File: config.mk
export PLATFORM = sky130hd
export DESIGN_NAME = usrtbp_port
export DESIGN_NICKNAME = d
export VERILOG_FILES = /design/src/hw/usrtbp_fifo.v /design/src/hw/usrtbp_port.v
export VERILOG_INCLUDE_DIRS = /design/src /design/src/hw
export SDC_FILE = /design/constraint.sdc
export NUM_CORES = 1
export LEC_CHECK = 0
export BUFFER_PORTS_ARGS = -buffer_cell sky130_fd_sc_hd__buf_2
export CAP_MARGIN = 30
export CORE_ASPECT_RATIO = 0.5
export CORE_MARGIN = 10
export CORE_UTILIZATION = 55
export CTS_BUF_LIST = sky130_fd_sc_hd__clkbuf_16
export CTS_CLUSTER_DIAMETER = 30
export DETAILED_ROUTE_END_ITERATION = 7
export GPL_TIMING_DRIVEN = 0
export PLACE_DENSITY_LB_ADDON = 0.3
export RECOVER_POWER = 25
export SYNTH_ARGS = -nofsm -noshare
export SYNTH_HDL_FRONTEND = slang
export SYNTH_SLANG_ARGS = --single-unit
File: constraint.sdc
create_clock -name ref_clk -period 3.6 [get_ports ref_clk]
set_input_delay 0.18 -clock ref_clk [delete_from_list [all_inputs] [get_ports ref_clk]]
set_output_delay 0.18 -clock ref_clk [all_outputs]
set_load 0.02 [all_outputs]
File: src/hw/usrtbp_map.vh
`ifndef USRTBP_MAP_VH
`define USRTBP_MAP_VH

// Sixteen data aliases, one aligned word each
`define USRTBP_WIN_BASE 32'h50001130
`define USRTBP_WIN_LAST 32'h5000116C
`define USRTBP_WIN2_ADDR 32'h50001138
`define USRTBP_WIN3_ADDR 32'h5000113C
`define USRTBP_CTRL_ADDR 32'h50001100
`define USRTBP_STAT_ADDR 32'h50001104

`define USRTBP_CTRL_FEN 0
`define USRTBP_CTRL_IR 1
`define USRTBP_STAT_READY 0
`define USRTBP_STAT_OE 1
`define USRTBP_STAT_EMPTY 5
`define USRTBP_STAT_TFULL 6

`define USRTBP_DATA_W 8
`define USRTBP_FIFO_DEPTH 16
`define USRTBP_FIFO_AW 4
`define USRTBP_FIFO_CW 5
`define USRTBP_RST_BYTE 8'h00
`define USRTBP_RST_WORD 32'h00000000

// Line timing: rate in Hz, then derived cycles per oversample tick
`define USRTBP_CLK_HZ 50000000
`define USRTBP_BAUD 115200
`define USRTBP_OVS 16
`define USRTBP_TICK_DIV (`USRTBP_CLK_HZ / (`USRTBP_BAUD * `USRTBP_OVS))
`define USRTBP_SUB_LAST 4'hF
`define USRTBP_SUB_MID 4'h7
`define USRTBP_IR_PULSE 4'h3
`define USRTBP_IR_HOLD 5'h10
`define USRTBP_BIT_LAST 3'h7

`endif

File: src/hw/usrtbp_fifo.v
`timescale 1ns/1ps
`default_nettype none
module usrtbp_fifo #(
	parameter WIDTH = 8,
	parameter DEPTH = 16,
	parameter AW = 4,
	parameter CW = 5
) (
	input wire ref_clk,
	input wire sys_rst,
	input wire flush,
	input wire in_valid,
	output wire in_ready,
	input wire [WIDTH-1:0] in_data,
	output wire out_valid,
	input wire out_ready,
	output reg [WIDTH-1:0] out_data_q
);
	reg [WIDTH-1:0] mem [0:DEPTH-1];
	reg [AW-1:0] wptr_q;
	reg [AW-1:0] rptr_q;
	reg [CW-1:0] cnt_q;
	wire push;
	wire pop;
	wire [AW-1:0] rptr_d;
	wire [CW-1:0] left;
	localparam integer DEPTH_I = DEPTH;
	localparam [CW-1:0] FULL_CNT = DEPTH_I[CW-1:0];
	localparam [CW-1:0] ONE = {{(CW-1){1'b0}}, 1'b1};

	assign in_ready = (cnt_q != FULL_CNT);
	assign out_valid = (cnt_q != {CW{1'b0}});
	assign push = in_valid & in_ready;
	assign pop = out_valid & out_ready;
	assign rptr_d = pop ? rptr_q + 1'b1 : rptr_q;
	assign left = pop ? cnt_q - ONE : cnt_q;

	always @(posedge ref_clk) begin
		if (push)
			mem[wptr_q] <= in_data;
	end

	// Head word is kept in a register so reads never see the array directly
	always @(posedge ref_clk) begin
		if (sys_rst || flush) begin
			wptr_q <= {AW{1'b0}};
			rptr_q <= {AW{1'b0}};
			cnt_q <= {CW{1'b0}};
			out_data_q <= {WIDTH{1'b0}};
		end else begin
			if (push)
				wptr_q <= wptr_q + 1'b1;
			rptr_q <= rptr_d;
			cnt_q <= left + (push ? ONE : {CW{1'b0}});
			if (left == {CW{1'b0}}) begin
				if (push)
					out_data_q <= in_data;
			end else begin
				out_data_q <= mem[rptr_d];
			end
		end
	end
endmodule
`default_nettype wire

File: src/hw/usrtbp_port.v
// Contract
// Sixteen word locations all alias receive buffer on read, holding register on write.
// Low byte reads the character from serial line, or infrared line in infrared mode.
// Software trusts received byte only while data ready flag is set.
// FIFOs off: new character overwrites unread buffer and flags overrun.
// FIFOs on: reading an alias returns the oldest receive FIFO entry.
// Receive FIFO full: incoming character dropped, contents kept, overrun flagged.
// Written byte goes out serial line, or active-low infrared line in infrared mode.
// Software writes only while holding empty flag (bit 5 of status) is set.
// FIFOs off: one write clears the holding empty flag.
// FIFOs off: further writes before flag sets again replace pending character.
// FIFOs on: writes accepted until transmit FIFO of 16 entries is full.
// Write into full transmit FIFO is dropped, contents unchanged.
// Upper reserved byte reads zero; writes there do nothing.
`timescale 1ns/1ps
`default_nettype none
`include "usrtbp_map.vh"
module usrtbp_port (
	input wire ref_clk,
	input wire sys_rst,
	input wire [31:0] bus_addr,
	input wire [31:0] bus_wdata,
	input wire bus_wr,
	input wire bus_rd,
	output reg [31:0] bus_rdata_q,
	input wire ser_in,
	input wire ir_in,
	output reg ser_out_q,
	output reg ir_out_n_q,
	output reg data_ready_q,
	output reg holding_empty_q,
	output reg overrun_q,
	output reg fifo_enable_q,
	output reg ir_mode_q
);
	localparam [1:0] ST_IDLE = 2'h0;
	localparam [1:0] ST_START = 2'h1;
	localparam [1:0] ST_DATA = 2'h2;
	localparam [1:0] ST_STOP = 2'h3;
	localparam integer DIV_COUNT = `USRTBP_TICK_DIV - 1;
	localparam [7:0] DIV_LAST = DIV_COUNT[7:0];

	function in_window;
		input [31:0] a;
		begin
			in_window = (a >= `USRTBP_WIN_BASE) && (a <= `USRTBP_WIN_LAST) && (a[1:0] == 2'h0);
		end
	endfunction

	reg [7:0] div_q;
	reg [4:0] irs_q;
	reg [1:0] rx_st_q;
	reg [3:0] rx_sub_q;
	reg [2:0] rx_cnt_q;
	reg [7:0] rx_sh_q;
	reg rx_done_q;
	reg [7:0] receive_buffer_q;
	reg ready_flag_q;
	reg [1:0] tx_st_q;
	reg [3:0] tx_sub_q;
	reg [2:0] tx_cnt_q;
	reg [7:0] tx_sh_q;
	reg [7:0] transmit_holding_q;
	reg holding_full_q;
	reg tx_bit;

	wire tick = (div_q == DIV_LAST);
	wire win_rd = bus_rd & in_window(bus_addr);
	wire win_wr = bus_wr & in_window(bus_addr);
	wire ctrl_wr = bus_wr & (bus_addr == `USRTBP_CTRL_ADDR);
	wire stat_rd = bus_rd & (bus_addr == `USRTBP_STAT_ADDR);
	// Changing the FIFO mode empties both FIFOs so no stale bytes cross modes
	wire flush = ctrl_wr & (bus_wdata[`USRTBP_CTRL_FEN] != fifo_enable_q);
	wire rx_line = ir_mode_q ? (ir_in & (irs_q == 5'h00)) : ser_in;

	wire rxf_ready;
	wire rxf_valid;
	wire [7:0] rxf_data;
	wire txf_ready;
	wire txf_valid;
	wire [7:0] txf_data;
	wire tx_avail = fifo_enable_q ? txf_valid : holding_full_q;
	wire [7:0] tx_src = fifo_enable_q ? txf_data : transmit_holding_q;
	wire tx_load = tick & (tx_st_q == ST_IDLE) & tx_avail;
	wire ready_now = fifo_enable_q ? rxf_valid : ready_flag_q;
	wire empty_now = fifo_enable_q ? ~txf_valid : ~holding_full_q;

	usrtbp_fifo #(
		.WIDTH(`USRTBP_DATA_W),
		.DEPTH(`USRTBP_FIFO_DEPTH),
		.AW(`USRTBP_FIFO_AW),
		.CW(`USRTBP_FIFO_CW)
	) u_rx_fifo (
		.ref_clk(ref_clk),
		.sys_rst(sys_rst),
		.flush(flush),
		.in_valid(rx_done_q & fifo_enable_q),
		.in_ready(rxf_ready),
		.in_data(rx_sh_q),
		.out_valid(rxf_valid),
		.out_ready(win_rd & fifo_enable_q),
		.out_data_q(rxf_data)
	);

	usrtbp_fifo #(
		.WIDTH(`USRTBP_DATA_W),
		.DEPTH(`USRTBP_FIFO_DEPTH),
		.AW(`USRTBP_FIFO_AW),
		.CW(`USRTBP_FIFO_CW)
	) u_tx_fifo (
		.ref_clk(ref_clk),
		.sys_rst(sys_rst),
		.flush(flush),
		.in_valid(win_wr & fifo_enable_q),
		.in_ready(txf_ready),
		.in_data(bus_wdata[7:0]),
		.out_valid(txf_valid),
		.out_ready(tx_load & fifo_enable_q),
		.out_data_q(txf_data)
	);

	always @(posedge ref_clk) begin
		if (sys_rst)
			div_q <= 8'h00;
		else if (tick)
			div_q <= 8'h00;
		else
			div_q <= div_q + 8'h01;
	end

	// Infrared pulses are short; stretch each by one bit time past its end to get NRZ data
	always @(posedge ref_clk) begin
		if (sys_rst)
			irs_q <= 5'h00;
		else if (!ir_in)
			irs_q <= `USRTBP_IR_HOLD;
		else if (tick && irs_q != 5'h00)
			irs_q <= irs_q - 5'h01;
	end

	// Receiver: 8N1, data sampled mid-bit; framing errors are not checked
	always @(posedge ref_clk) begin
		if (sys_rst) begin
			rx_st_q <= ST_IDLE;
			rx_sub_q <= 4'h0;
			rx_cnt_q <= 3'h0;
			rx_sh_q <= `USRTBP_RST_BYTE;
			rx_done_q <= 1'b0;
		end else begin
			rx_done_q <= 1'b0;
			if (tick) begin
				case (rx_st_q)
				ST_IDLE: begin
					rx_sub_q <= 4'h0;
					if (!rx_line)
						rx_st_q <= ST_START;
				end
				ST_START: begin
					if (rx_sub_q == `USRTBP_SUB_MID) begin
						rx_sub_q <= 4'h0;
						rx_cnt_q <= 3'h0;
						rx_st_q <= rx_line ? ST_IDLE : ST_DATA;
					end else begin
						rx_sub_q <= rx_sub_q + 4'h1;
					end
				end
				ST_DATA: begin
					rx_sub_q <= rx_sub_q + 4'h1;
					if (rx_sub_q == `USRTBP_SUB_LAST) begin
						rx_sh_q <= {rx_line, rx_sh_q[7:1]};
						rx_cnt_q <= rx_cnt_q + 3'h1;
						if (rx_cnt_q == `USRTBP_BIT_LAST)
							rx_st_q <= ST_STOP;
					end
				end
				ST_STOP: begin
					rx_sub_q <= rx_sub_q + 4'h1;
					if (rx_sub_q == `USRTBP_SUB_LAST) begin
						rx_done_q <= 1'b1;
						rx_st_q <= ST_IDLE;
					end
				end
				default: rx_st_q <= ST_IDLE;
				endcase
			end
		end
	end

	// Single-entry receive buffer; an arriving byte beats a same-cycle read
	always @(posedge ref_clk) begin
		if (sys_rst) begin
			receive_buffer_q <= `USRTBP_RST_BYTE;
			ready_flag_q <= 1'b0;
		end else if (rx_done_q && !fifo_enable_q) begin
			receive_buffer_q <= rx_sh_q;
			ready_flag_q <= 1'b1;
		end else if (win_rd || flush) begin
			ready_flag_q <= 1'b0;
		end
	end

	always @(posedge ref_clk) begin
		if (sys_rst)
			overrun_q <= 1'b0;
		else if (rx_done_q && (fifo_enable_q ? !rxf_ready : ready_flag_q))
			overrun_q <= 1'b1;
		else if (stat_rd)
			overrun_q <= 1'b0;
	end

	always @(posedge ref_clk) begin
		if (sys_rst) begin
			fifo_enable_q <= 1'b0;
			ir_mode_q <= 1'b0;
		end else if (ctrl_wr) begin
			fifo_enable_q <= bus_wdata[`USRTBP_CTRL_FEN];
			ir_mode_q <= bus_wdata[`USRTBP_CTRL_IR];
		end
	end

	// Holding register: a write while full simply replaces the pending byte
	always @(posedge ref_clk) begin
		if (sys_rst) begin
			transmit_holding_q <= `USRTBP_RST_BYTE;
			holding_full_q <= 1'b0;
		end else if (win_wr && !fifo_enable_q) begin
			transmit_holding_q <= bus_wdata[7:0];
			holding_full_q <= 1'b1;
		end else if ((tx_load && !fifo_enable_q) || flush) begin
			holding_full_q <= 1'b0;
		end
	end

	always @(posedge ref_clk) begin
		if (sys_rst) begin
			tx_st_q <= ST_IDLE;
			tx_sub_q <= 4'h0;
			tx_cnt_q <= 3'h0;
			tx_sh_q <= `USRTBP_RST_BYTE;
		end else if (tick) begin
			tx_sub_q <= tx_sub_q + 4'h1;
			case (tx_st_q)
			ST_IDLE: begin
				tx_sub_q <= 4'h0;
				if (tx_avail) begin
					tx_sh_q <= tx_src;
					tx_st_q <= ST_START;
				end
			end
			ST_START: begin
				tx_cnt_q <= 3'h0;
				if (tx_sub_q == `USRTBP_SUB_LAST)
					tx_st_q <= ST_DATA;
			end
			ST_DATA: begin
				if (tx_sub_q == `USRTBP_SUB_LAST) begin
					tx_sh_q <= {1'b1, tx_sh_q[7:1]};
					tx_cnt_q <= tx_cnt_q + 3'h1;
					if (tx_cnt_q == `USRTBP_BIT_LAST)
						tx_st_q <= ST_STOP;
				end
			end
			ST_STOP: begin
				if (tx_sub_q == `USRTBP_SUB_LAST)
					tx_st_q <= ST_IDLE;
			end
			default: tx_st_q <= ST_IDLE;
			endcase
		end
	end

	always @* begin
		case (tx_st_q)
		ST_START: tx_bit = 1'b0;
		ST_DATA: tx_bit = tx_sh_q[0];
		default: tx_bit = 1'b1;
		endcase
	end

	// Infrared sends a low pulse of 3/16 bit for each zero bit
	always @(posedge ref_clk) begin
		if (sys_rst) begin
			ser_out_q <= 1'b1;
			ir_out_n_q <= 1'b1;
		end else begin
			ser_out_q <= ir_mode_q | tx_bit;
			ir_out_n_q <= ~(ir_mode_q & ~tx_bit & (tx_sub_q < `USRTBP_IR_PULSE));
		end
	end

	always @(posedge ref_clk) begin
		if (sys_rst) begin
			data_ready_q <= 1'b0;
			holding_empty_q <= 1'b1;
		end else begin
			data_ready_q <= ready_now;
			holding_empty_q <= empty_now;
		end
	end

	always @(posedge ref_clk) begin
		if (sys_rst) begin
			bus_rdata_q <= `USRTBP_RST_WORD;
		end else begin
			bus_rdata_q <= `USRTBP_RST_WORD;
			if (win_rd)
				bus_rdata_q[7:0] <= fifo_enable_q ? rxf_data : receive_buffer_q;
			else if (bus_rd && bus_addr == `USRTBP_CTRL_ADDR) begin
				bus_rdata_q[`USRTBP_CTRL_FEN] <= fifo_enable_q;
				bus_rdata_q[`USRTBP_CTRL_IR] <= ir_mode_q;
			end else if (stat_rd) begin
				bus_rdata_q[`USRTBP_STAT_READY] <= ready_now;
				bus_rdata_q[`USRTBP_STAT_OE] <= overrun_q;
				bus_rdata_q[`USRTBP_STAT_EMPTY] <= empty_now;
				bus_rdata_q[`USRTBP_STAT_TFULL] <= fifo_enable_q & ~txf_ready;
			end
		end
	end
endmodule
`default_nettype wire

==> impl_metrics.py, run 1 <==
metrics = {
    "global_route": {
        "grt_antenna_before_repair": 0,
        "grt_overflow": 0,
        "grtUsageMet1_pct": 25.9,
        "grt_max_degree": 21,
        "grt_use_met3_pct": 4.57,
        "grtUsageMet2_pct": 38.5,
        "first_global_vias": 12200,
        "track_usage_pct": 21.7,
        "grt.busiest_layer": "met2",
        "grt_pass1_wl_um": 66500,
    },
    "logic_synthesis": {
        "synth.distinct_cells": 80,
        "synthCells": 1423,
        "syn-cell-area_um2": 17100,
        "syn_area_per_cell_um2": 12.0,
        "async_flop_share_pct": 0,
        "synth_top_area_share_pct": 44.9,
        "synth_top_area_cell": "edfxtp_1",
        "synth_seq_cells": 379,
        "synthFlopType": "edfxtp_1",
        "yosysWarnings": 0,
        "synth_area_leaders": "edfxtp_1, dfxtp_1, mux2i_1, mux4_2, nand2_1",
        "synth_edf_count": 256,
        "yosysSeqAreaShare_pct": 59.3,
    },
    "sta": {
        "timing.final.crit_period_ps": 3540,
        "fmax_mhz": 283,
        "hold_viol_final": 0,
        "clock_skew_ps": 23.3,
        "timing.final.ws_setup_ps": 60.3,
        "slew_viol_final": 0,
        "max_slew_margin_pct": 21.0,
        "tns_ps": 0,
        "worstMarginPinSlew_ps": 1190,
        "finalCritPeriodShare_pct": 98.3,
        "setup_viol": 0,
        "holdWs_ps": 106,
    },
    "floorplan": {
        "num_rows": 45,
        "start_util_pct": 56.1,
        "die_w_um": 270,
        "die_area_um2": 39000,
        "die_h_um": 145,
        "core-area_um2": 30500,
        "io_pins": 109,
    },
    "routing": {
        "drt-initial-drc-count": 1047,
        "vias": 12200,
        "drtPass1Iterations": 6,
        "post-route-drc-count": 0,
        "ant_nets": 0,
        "via_per_inst": 6.01,
        "drt-total-wl_um": 43600,
        "wl_per_cell_um": 21.5,
    },
    "critical_path": {
        "reg2regPathDepth": 9,
        "required_ps": 4000,
        "worstSetupPathType": "reg -> reg",
        "cp_max_fo": 10,
        "cp.arrival_ps": 3940,
        "regToRegStartpoint": "fifo_enable_q$_SDFFE_PP0P_",
        "endpoint_kind": "flop",
        "timing.rr.end": "u_rx_fifo.out_data_q[4]$_SDFFE_PP0P_",
        "worstSetupStartpointType": "flop",
        "ff2ff_setup_slack_ps": 60,
    },
    "clock_network": {
        "ctsHtreeMaxLevel": 2,
        "root_buffer": "clkbuf_16",
        "cts_tree": "built",
        "path_clk_slew_ps": 60,
        "clock-sinks": 379,
        "clock_latency_ps": 560,
        "clockBufferDepth": 3,
        "cts-buffers-inserted": 47,
    },
    "placement": {
        "dp_hpwl_um": 29500,
        "gp_congestion": 0.869,
        "placed_area_um2": 18100,
        "place_inst": 1937,
        "dpl_worst_slack_ps": -102,
        "portBuffers": 60,
    },
    "pwr": {
        "power_leakage_nw": 6.97,
        "sequentialPowerShare_pct": 47.4,
        "clkPwrFrac_pct": 51.0,
        "p_switching_mw": 2.00,
        "ir_drop_mv": 0.357,
        "power.density_nw_per_um2": 491,
        "swShare_pct": 20.6,
        "p_comb_share_pct": 1.6,
        "internal-power_mw": 7.74,
        "power_mw": 9.75,
    },
    "min_path": {
        "hold_path_startpoint": "bus_addr[2]",
        "min_to": "overrun_q$_SDFFE_PP0P_",
        "min_path_cells": 4,
        "hp-class": "in -> reg",
    },
    "finish": {
        "final_common_cell": "edfxtp_1",
        "num_antenna_cells": 0,
        "final_cell_area_um2": 19800,
        "drive_gt1_share_pct": 16.3,
        "nNetsFinal": 1666,
        "area_growth_pct": 15.9,
        "final_cells": 2027,
        "fin_util_pct": 65.0,
        "most-common-layout-cells": "edfxtp_1, nand2_1, nor2_1",
    },
    "job": {
        "max_cap_viol_count": 0,
    },
    "run_status": {
        "outcome": "completed",
    },
}
==> worst max-delay path by stage <==
stage                                   from                                   end  slack [ps]
6_report          fifo_enable_q$_SDFFE_PP0P_  u_rx_fifo.out_data_q[4]$_SDFFE_PP0P_          60
5_1_grt           fifo_enable_q$_SDFFE_PP0P_  u_rx_fifo.out_data_q[4]$_SDFFE_PP0P_         -20
4_1_cts           fifo_enable_q$_SDFFE_PP0P_  u_rx_fifo.out_data_q[7]$_SDFFE_PP0P_          40
3_5_place_dp      fifo_enable_q$_SDFFE_PP0P_  u_rx_fifo.out_data_q[7]$_SDFFE_PP0P_        -100
3_3_place_gp      fifo_enable_q$_SDFFE_PP0P_  u_rx_fifo.out_data_q[7]$_SDFFE_PP0P_         -80
2_1_floorplan  u_rx_fifo.cnt_q[0]$_SDFF_PP0_         u_rx_fifo.mem[0][0]$_DFFE_PP_         870
==> cells by family after synthesis <==
group | share of synthesized area, %
buffers and inverters | 3.65
multiplexers | 11.2
AO/OA/AOI/OAI | 8.78
other | 0.0219
XOR/XNOR | 1.73
flip-flops | 59.3
adder cells (fa/ha/maj) | 2.12
AND/OR/NAND/NOR | 13.3
==> metal layers <==
layer  part of all wire, %  vias to the layer above  wire (um)
met5                     0                        -          0
met3                   8.7                      100       3780
li1                      -                     5545          -
met4                   2.9                        0       1280
met2                    49                      570      21500
met1                    39                     5970      17100
==> synthesized netlist by cell type, types with 3 or more instances <==
cell type	number
or3_1	5
nand2_1	192
a22oi_1	4
buf_4	26
o211ai_1	23
nand3_1	50
nor3_1	17
o22ai_1	18
buf_2	13
nand3b_1	3
nor2_1	140
nor4_1	4
a32oi_1	16
buf_1	16
edfxtp_1	256
xor2_1	16
o21bai_1	8
ha_1	29
nand4_1	25
a31oi_1	3
clkbuf_1	36
a22o_1	18
nand2b_1	9
a2111oi_0	15
nor3b_1	5
dfxtp_1	123
nor4b_1	4
or4_1	4
nor2b_1	3
or2_2	4
inv_1	26
buf_6	5
xnor2_1	16
mux2_2	10
a21oi_1	69
o21ai_0	18
mux2i_1	108
mux4_2	32
==> repair_timing <==
item | CTS | global route
buffers inserted | 0 | 1
hold buffers | 1 | 0
pin swaps | 0 | 3
endpoints found under the hold margin | 5 | 0
resized for setup | 2 | 9
endpoints found under the setup margin | 7 | 15
==> power groups by stage <==
stage	combinational [mW]	clock (mW)	sequential, mW
floorplan	0.0758	0	4.71
global placement	0.145	0	4.71
detailed placement	0.149	0	4.71
CTS	0.150	5.00	4.62
global route	0.164	5.20	4.62
finish	0.151	4.97	4.62
==> state kept, by name (all words and copies together), names as in the netlist, 5 cells and up, named ones only <==
register              flops
irs_q                     5
receive_buffer_q          8
u_tx_fifo.out_data_q      8
u_tx_fifo.mem           128
tx_sh_q                   8
u_tx_fifo.cnt_q           5
div_q                     8
u_rx_fifo.out_data_q      8
u_rx_fifo.cnt_q           5
u_rx_fifo.mem           128
transmit_holding_q        8
rx_sh_q                   8
bus_rdata_q               8
==> critical path: stages (launching register included) <==
cell and delay [ps]:
dfxtp_1 410, buf_2 250, clkinv_1 310, a21oi_2 290, nand4_1 370, xnor2_4 440
buf_4 280, mux2_2 350, o211ai_1 450, o211ai_1 220
==> final cells by class <==
type | instances | area [um2]
fill | 2242 | 10700
inverter | 28 | 105
sequential | 379 | 10100
clock inverter | 37 | 435
tap | 423 | 529
multi-input combinational | 942 | 6500
timing repair buffer | 72 | 383
clock buffer | 49 | 1230
buffer | 97 | 523
(Power assumes the default switching activity.)
==> run 2, diff against run 1 <==
CAP_MARGIN = unset   (was 30)
CORE_MARGIN = 5   (was 10)
==> run 2 against run 1 <==
Compared with the run above: utilization decreased by 0.61 points; combinational power is essentially flat; register-to-register slack improved by 90 ps; critical path depth grew 3; wire length is 2.7% lower; sequential share of layout area is 0.48 points higher; flip-flop and latch count unchanged; clock power decreased by 7.2%; design area down 0.93%; highest routed layer unchanged; fmax is 2.6% higher; via count is 0.95% lower.
==> impl_metrics.py, run 2 (synthesis results as in run 1) <==
metrics = {
    "finish": {
        "area_growth_pct": 14.8,
        "top_regs": "u_rx_fifo.mem: 128 flops, u_tx_fifo.mem: 128 flops",
        "most-common-layout-cells": "edfxtp_1, nand2_1, nor2_1",
        "final_cell_area_um2": 19700,
        "num_antenna_cells": 0,
        "final_common_cell": "edfxtp_1",
        "nNetsFinal": 1655,
        "drive_gt1_share_pct": 15.8,
    },
    "placement": {
        "dp_hpwl_um": 28400,
        "portBuffers": 60,
        "placed_area_um2": 18000,
        "gp_congestion": 0.896,
    },
    "floorplan": {
        "die_h_um": 135,
        "core-area_um2": 30500,
        "start_util_pct": 56.1,
        "num_rows": 45,
        "die_area_um2": 35000,
        "io_pins": 109,
        "die_w_um": 260,
    },
    "routing": {
        "post-route-drc-count": 0,
        "wl_per_cell_um": 21.1,
        "ant_nets": 0,
        "via_per_inst": 5.99,
        "vias": 12100,
        "drt-initial-drc-count": 1345,
        "drt-total-wl_um": 42400,
        "drtPass1Iterations": 6,
    },
    "min_path": {
        "hold_path_startpoint": "ser_in",
        "hp-class": "in -> reg",
        "min_to": "rx_sh_q[7]$_SDFFE_PP0P_",
        "min_path_cells": 5,
    },
    "clock_network": {
        "cts_tree": "built",
        "clock-sinks": 379,
        "path_clk_slew_ps": 60,
        "clockBufferDepth": 3,
        "cts-buffers-inserted": 46,
        "ctsHtreeMaxLevel": 2,
        "root_buffer": "clkbuf_16",
        "clock_latency_ps": 560,
    },
    "critical_path": {
        "timing.rr.end": "u_rx_fifo.out_data_q[0]$_SDFFE_PP0P_",
        "cp_cell_sequence": "inv_1 > ha_1 > nor3b_1 > a211o_1 > a2111oi_4 > buf_4 > and2_2 > buf_2 > a22o_1 > a2111oi_0 > o21bai_1 > o211ai_1",
        "cp_slowest_cell": "a2111oi_0",
        "endpoint_kind": "flop",
        "regToRegStartpoint": "u_rx_fifo.cnt_q[0]$_SDFF_PP0_",
        "worstSetupPathType": "reg -> reg",
        "worstSetupStartpointType": "flop",
        "reg2regPathDepth": 12,
        "cp.arrival_ps": 3930,
        "ff2ff_setup_slack_ps": 150,
        "required_ps": 4080,
        "cp_max_fo": 8,
        "slowest_delay_ps": 710,
    },
    "job": {
        "max_cap_viol_count": 0,
    },
    "sta": {
        "slew_viol_final": 0,
        "setup_viol": 0,
        "hold_viol_final": 0,
        "finalCritPeriodShare_pct": 95.8,
        "holdWs_ps": 105,
        "worstMarginPinSlew_ps": 1370,
        "clock_skew_ps": 22.6,
        "timing.final.crit_period_ps": 3450,
        "max_slew_margin_pct": 8.10,
        "rsz0062_at_grt": "false",
        "fmax_mhz": 290,
    },
    "pwr": {
        "ir_drop_mv": 0.421,
        "swShare_pct": 20.7,
        "power.density_nw_per_um2": 477,
        "sequentialPowerShare_pct": 49.3,
        "p_switching_mw": 1.94,
        "p_comb_share_pct": 1.6,
        "power_leakage_nw": 6.88,
        "clkPwrFrac_pct": 49.1,
        "internal-power_mw": 7.44,
    },
    "global_route": {
        "grt_overflow": 0,
        "grt_pass1_wl_um": 66100,
        "grtUsageMet2_pct": 41.2,
        "track_usage_pct": 23.9,
        "first_global_vias": 12100,
        "grt_use_met3_pct": 4.75,
        "grtUsageMet1_pct": 31.0,
        "grt_antenna_before_repair": 0,
        "grt_max_degree": 21,
        "grt.busiest_layer": "met2",
    },
    "run_status": {
        "outcome": "completed",
    },
}
run 2: cell types whose count changed in the layout (fill, tap and decap cells not counted), sizes merged:
| cell | before | now |
|---|---|---|
| dlymetal6s2s | 1 | 0 |
| bufinv | 8 | 4 |
| buf | 121 | 112 |
| clkinv | 16 | 19 |
run 2: repair_timing:
action,in CTS,in global routing
cloned,0,0
hold buffers,1,0
pin swaps,0,1
setup buffers,0,1
setup endpoints to repair,27,16
gates resized for setup,7,12
endpoints found under the hold margin,5,0
run 2: how the worst max path moves through the flow:
stage / startpoint / end / slack (ps)
after floorplan: u_rx_fifo.cnt_q[0]$_SDFF_PP0_ / u_rx_fifo.mem[0][0]$_DFFE_PP_ / 870
after global placement: fifo_enable_q$_SDFFE_PP0P_ / u_rx_fifo.out_data_q[5]$_SDFFE_PP0P_ / 30
after detailed placement: u_rx_fifo.cnt_q[0]$_SDFF_PP0_ / u_rx_fifo.mem[0][7]$_DFFE_PP_ / -70
after CTS: div_q[0]$_SDFF_PP0_ / u_tx_fifo.out_data_q[3]$_SDFFE_PP0P_ / 30
after global routing: div_q[0]$_SDFF_PP0_ / u_tx_fifo.out_data_q[7]$_SDFFE_PP0P_ / 30
final: u_rx_fifo.cnt_q[0]$_SDFF_PP0_ / u_rx_fifo.out_data_q[0]$_SDFFE_PP0P_ / 150
run 2: power groups by stage:
| stage | sequential [mW] | clock (mW) | combinational, mW |
|---|---|---|---|
| final | 4.62 | 4.61 | 0.151 |
| after detailed placement | 4.71 | 0 | 0.150 |
| after global placement | 4.71 | 0 | 0.144 |
| after floorplan | 4.71 | 0 | 0.0758 |
| after global routing | 4.62 | 4.87 | 0.165 |
| after CTS | 4.62 | 4.66 | 0.151 |
run 2: layout make-up:
type | instances | area (um2)
buffer | 97 | 526
clock buffer | 49 | 1230
clock inverter | 36 | 322
fill | 2274 | 10900
inverter | 28 | 105
multi-input combinational | 942 | 6500
sequential | 379 | 10100
tap | 423 | 529
timing repair buffer | 62 | 308
run 2: critical path: cells and delay by family (launching register included):
family,cells,cell delay [ps]
flops,1,340
fa+ha+maj,1,260
simple gates,2,670
buf+inv,3,480
compound gates,6,1620
run 2: per-layer routing:
metal | up-vias | wire (um) | part of all wire [%]
li1 | 5518 | - | -
met1 | 5910 | 16900 | 40
met2 | 550 | 21200 | 50
met3 | 91 | 3300 | 7.8
met4 | 0 | 1080 | 2.5
met5 | - | 0 | 0
run 2: stage by stage:
stage | utilization, % | TNS, ps | worst slack, ps | power (mW) | instances
2_1_floorplan | - | 0 | 867 | 4.79 | 1446
3_3_place_gp | 59.1 | 0 | 31.9 | 4.86 | 1929
3_5_place_dp | 59.1 | -938 | -65.8 | 4.86 | 1929
4_1_cts | 64.3 | 0 | 25.5 | 9.43 | 2015
5_1_grt | 64.4 | 0 | 28.1 | 9.66 | 2016
6_report | 64.4 | 0 | 151 | 9.39 | 2016
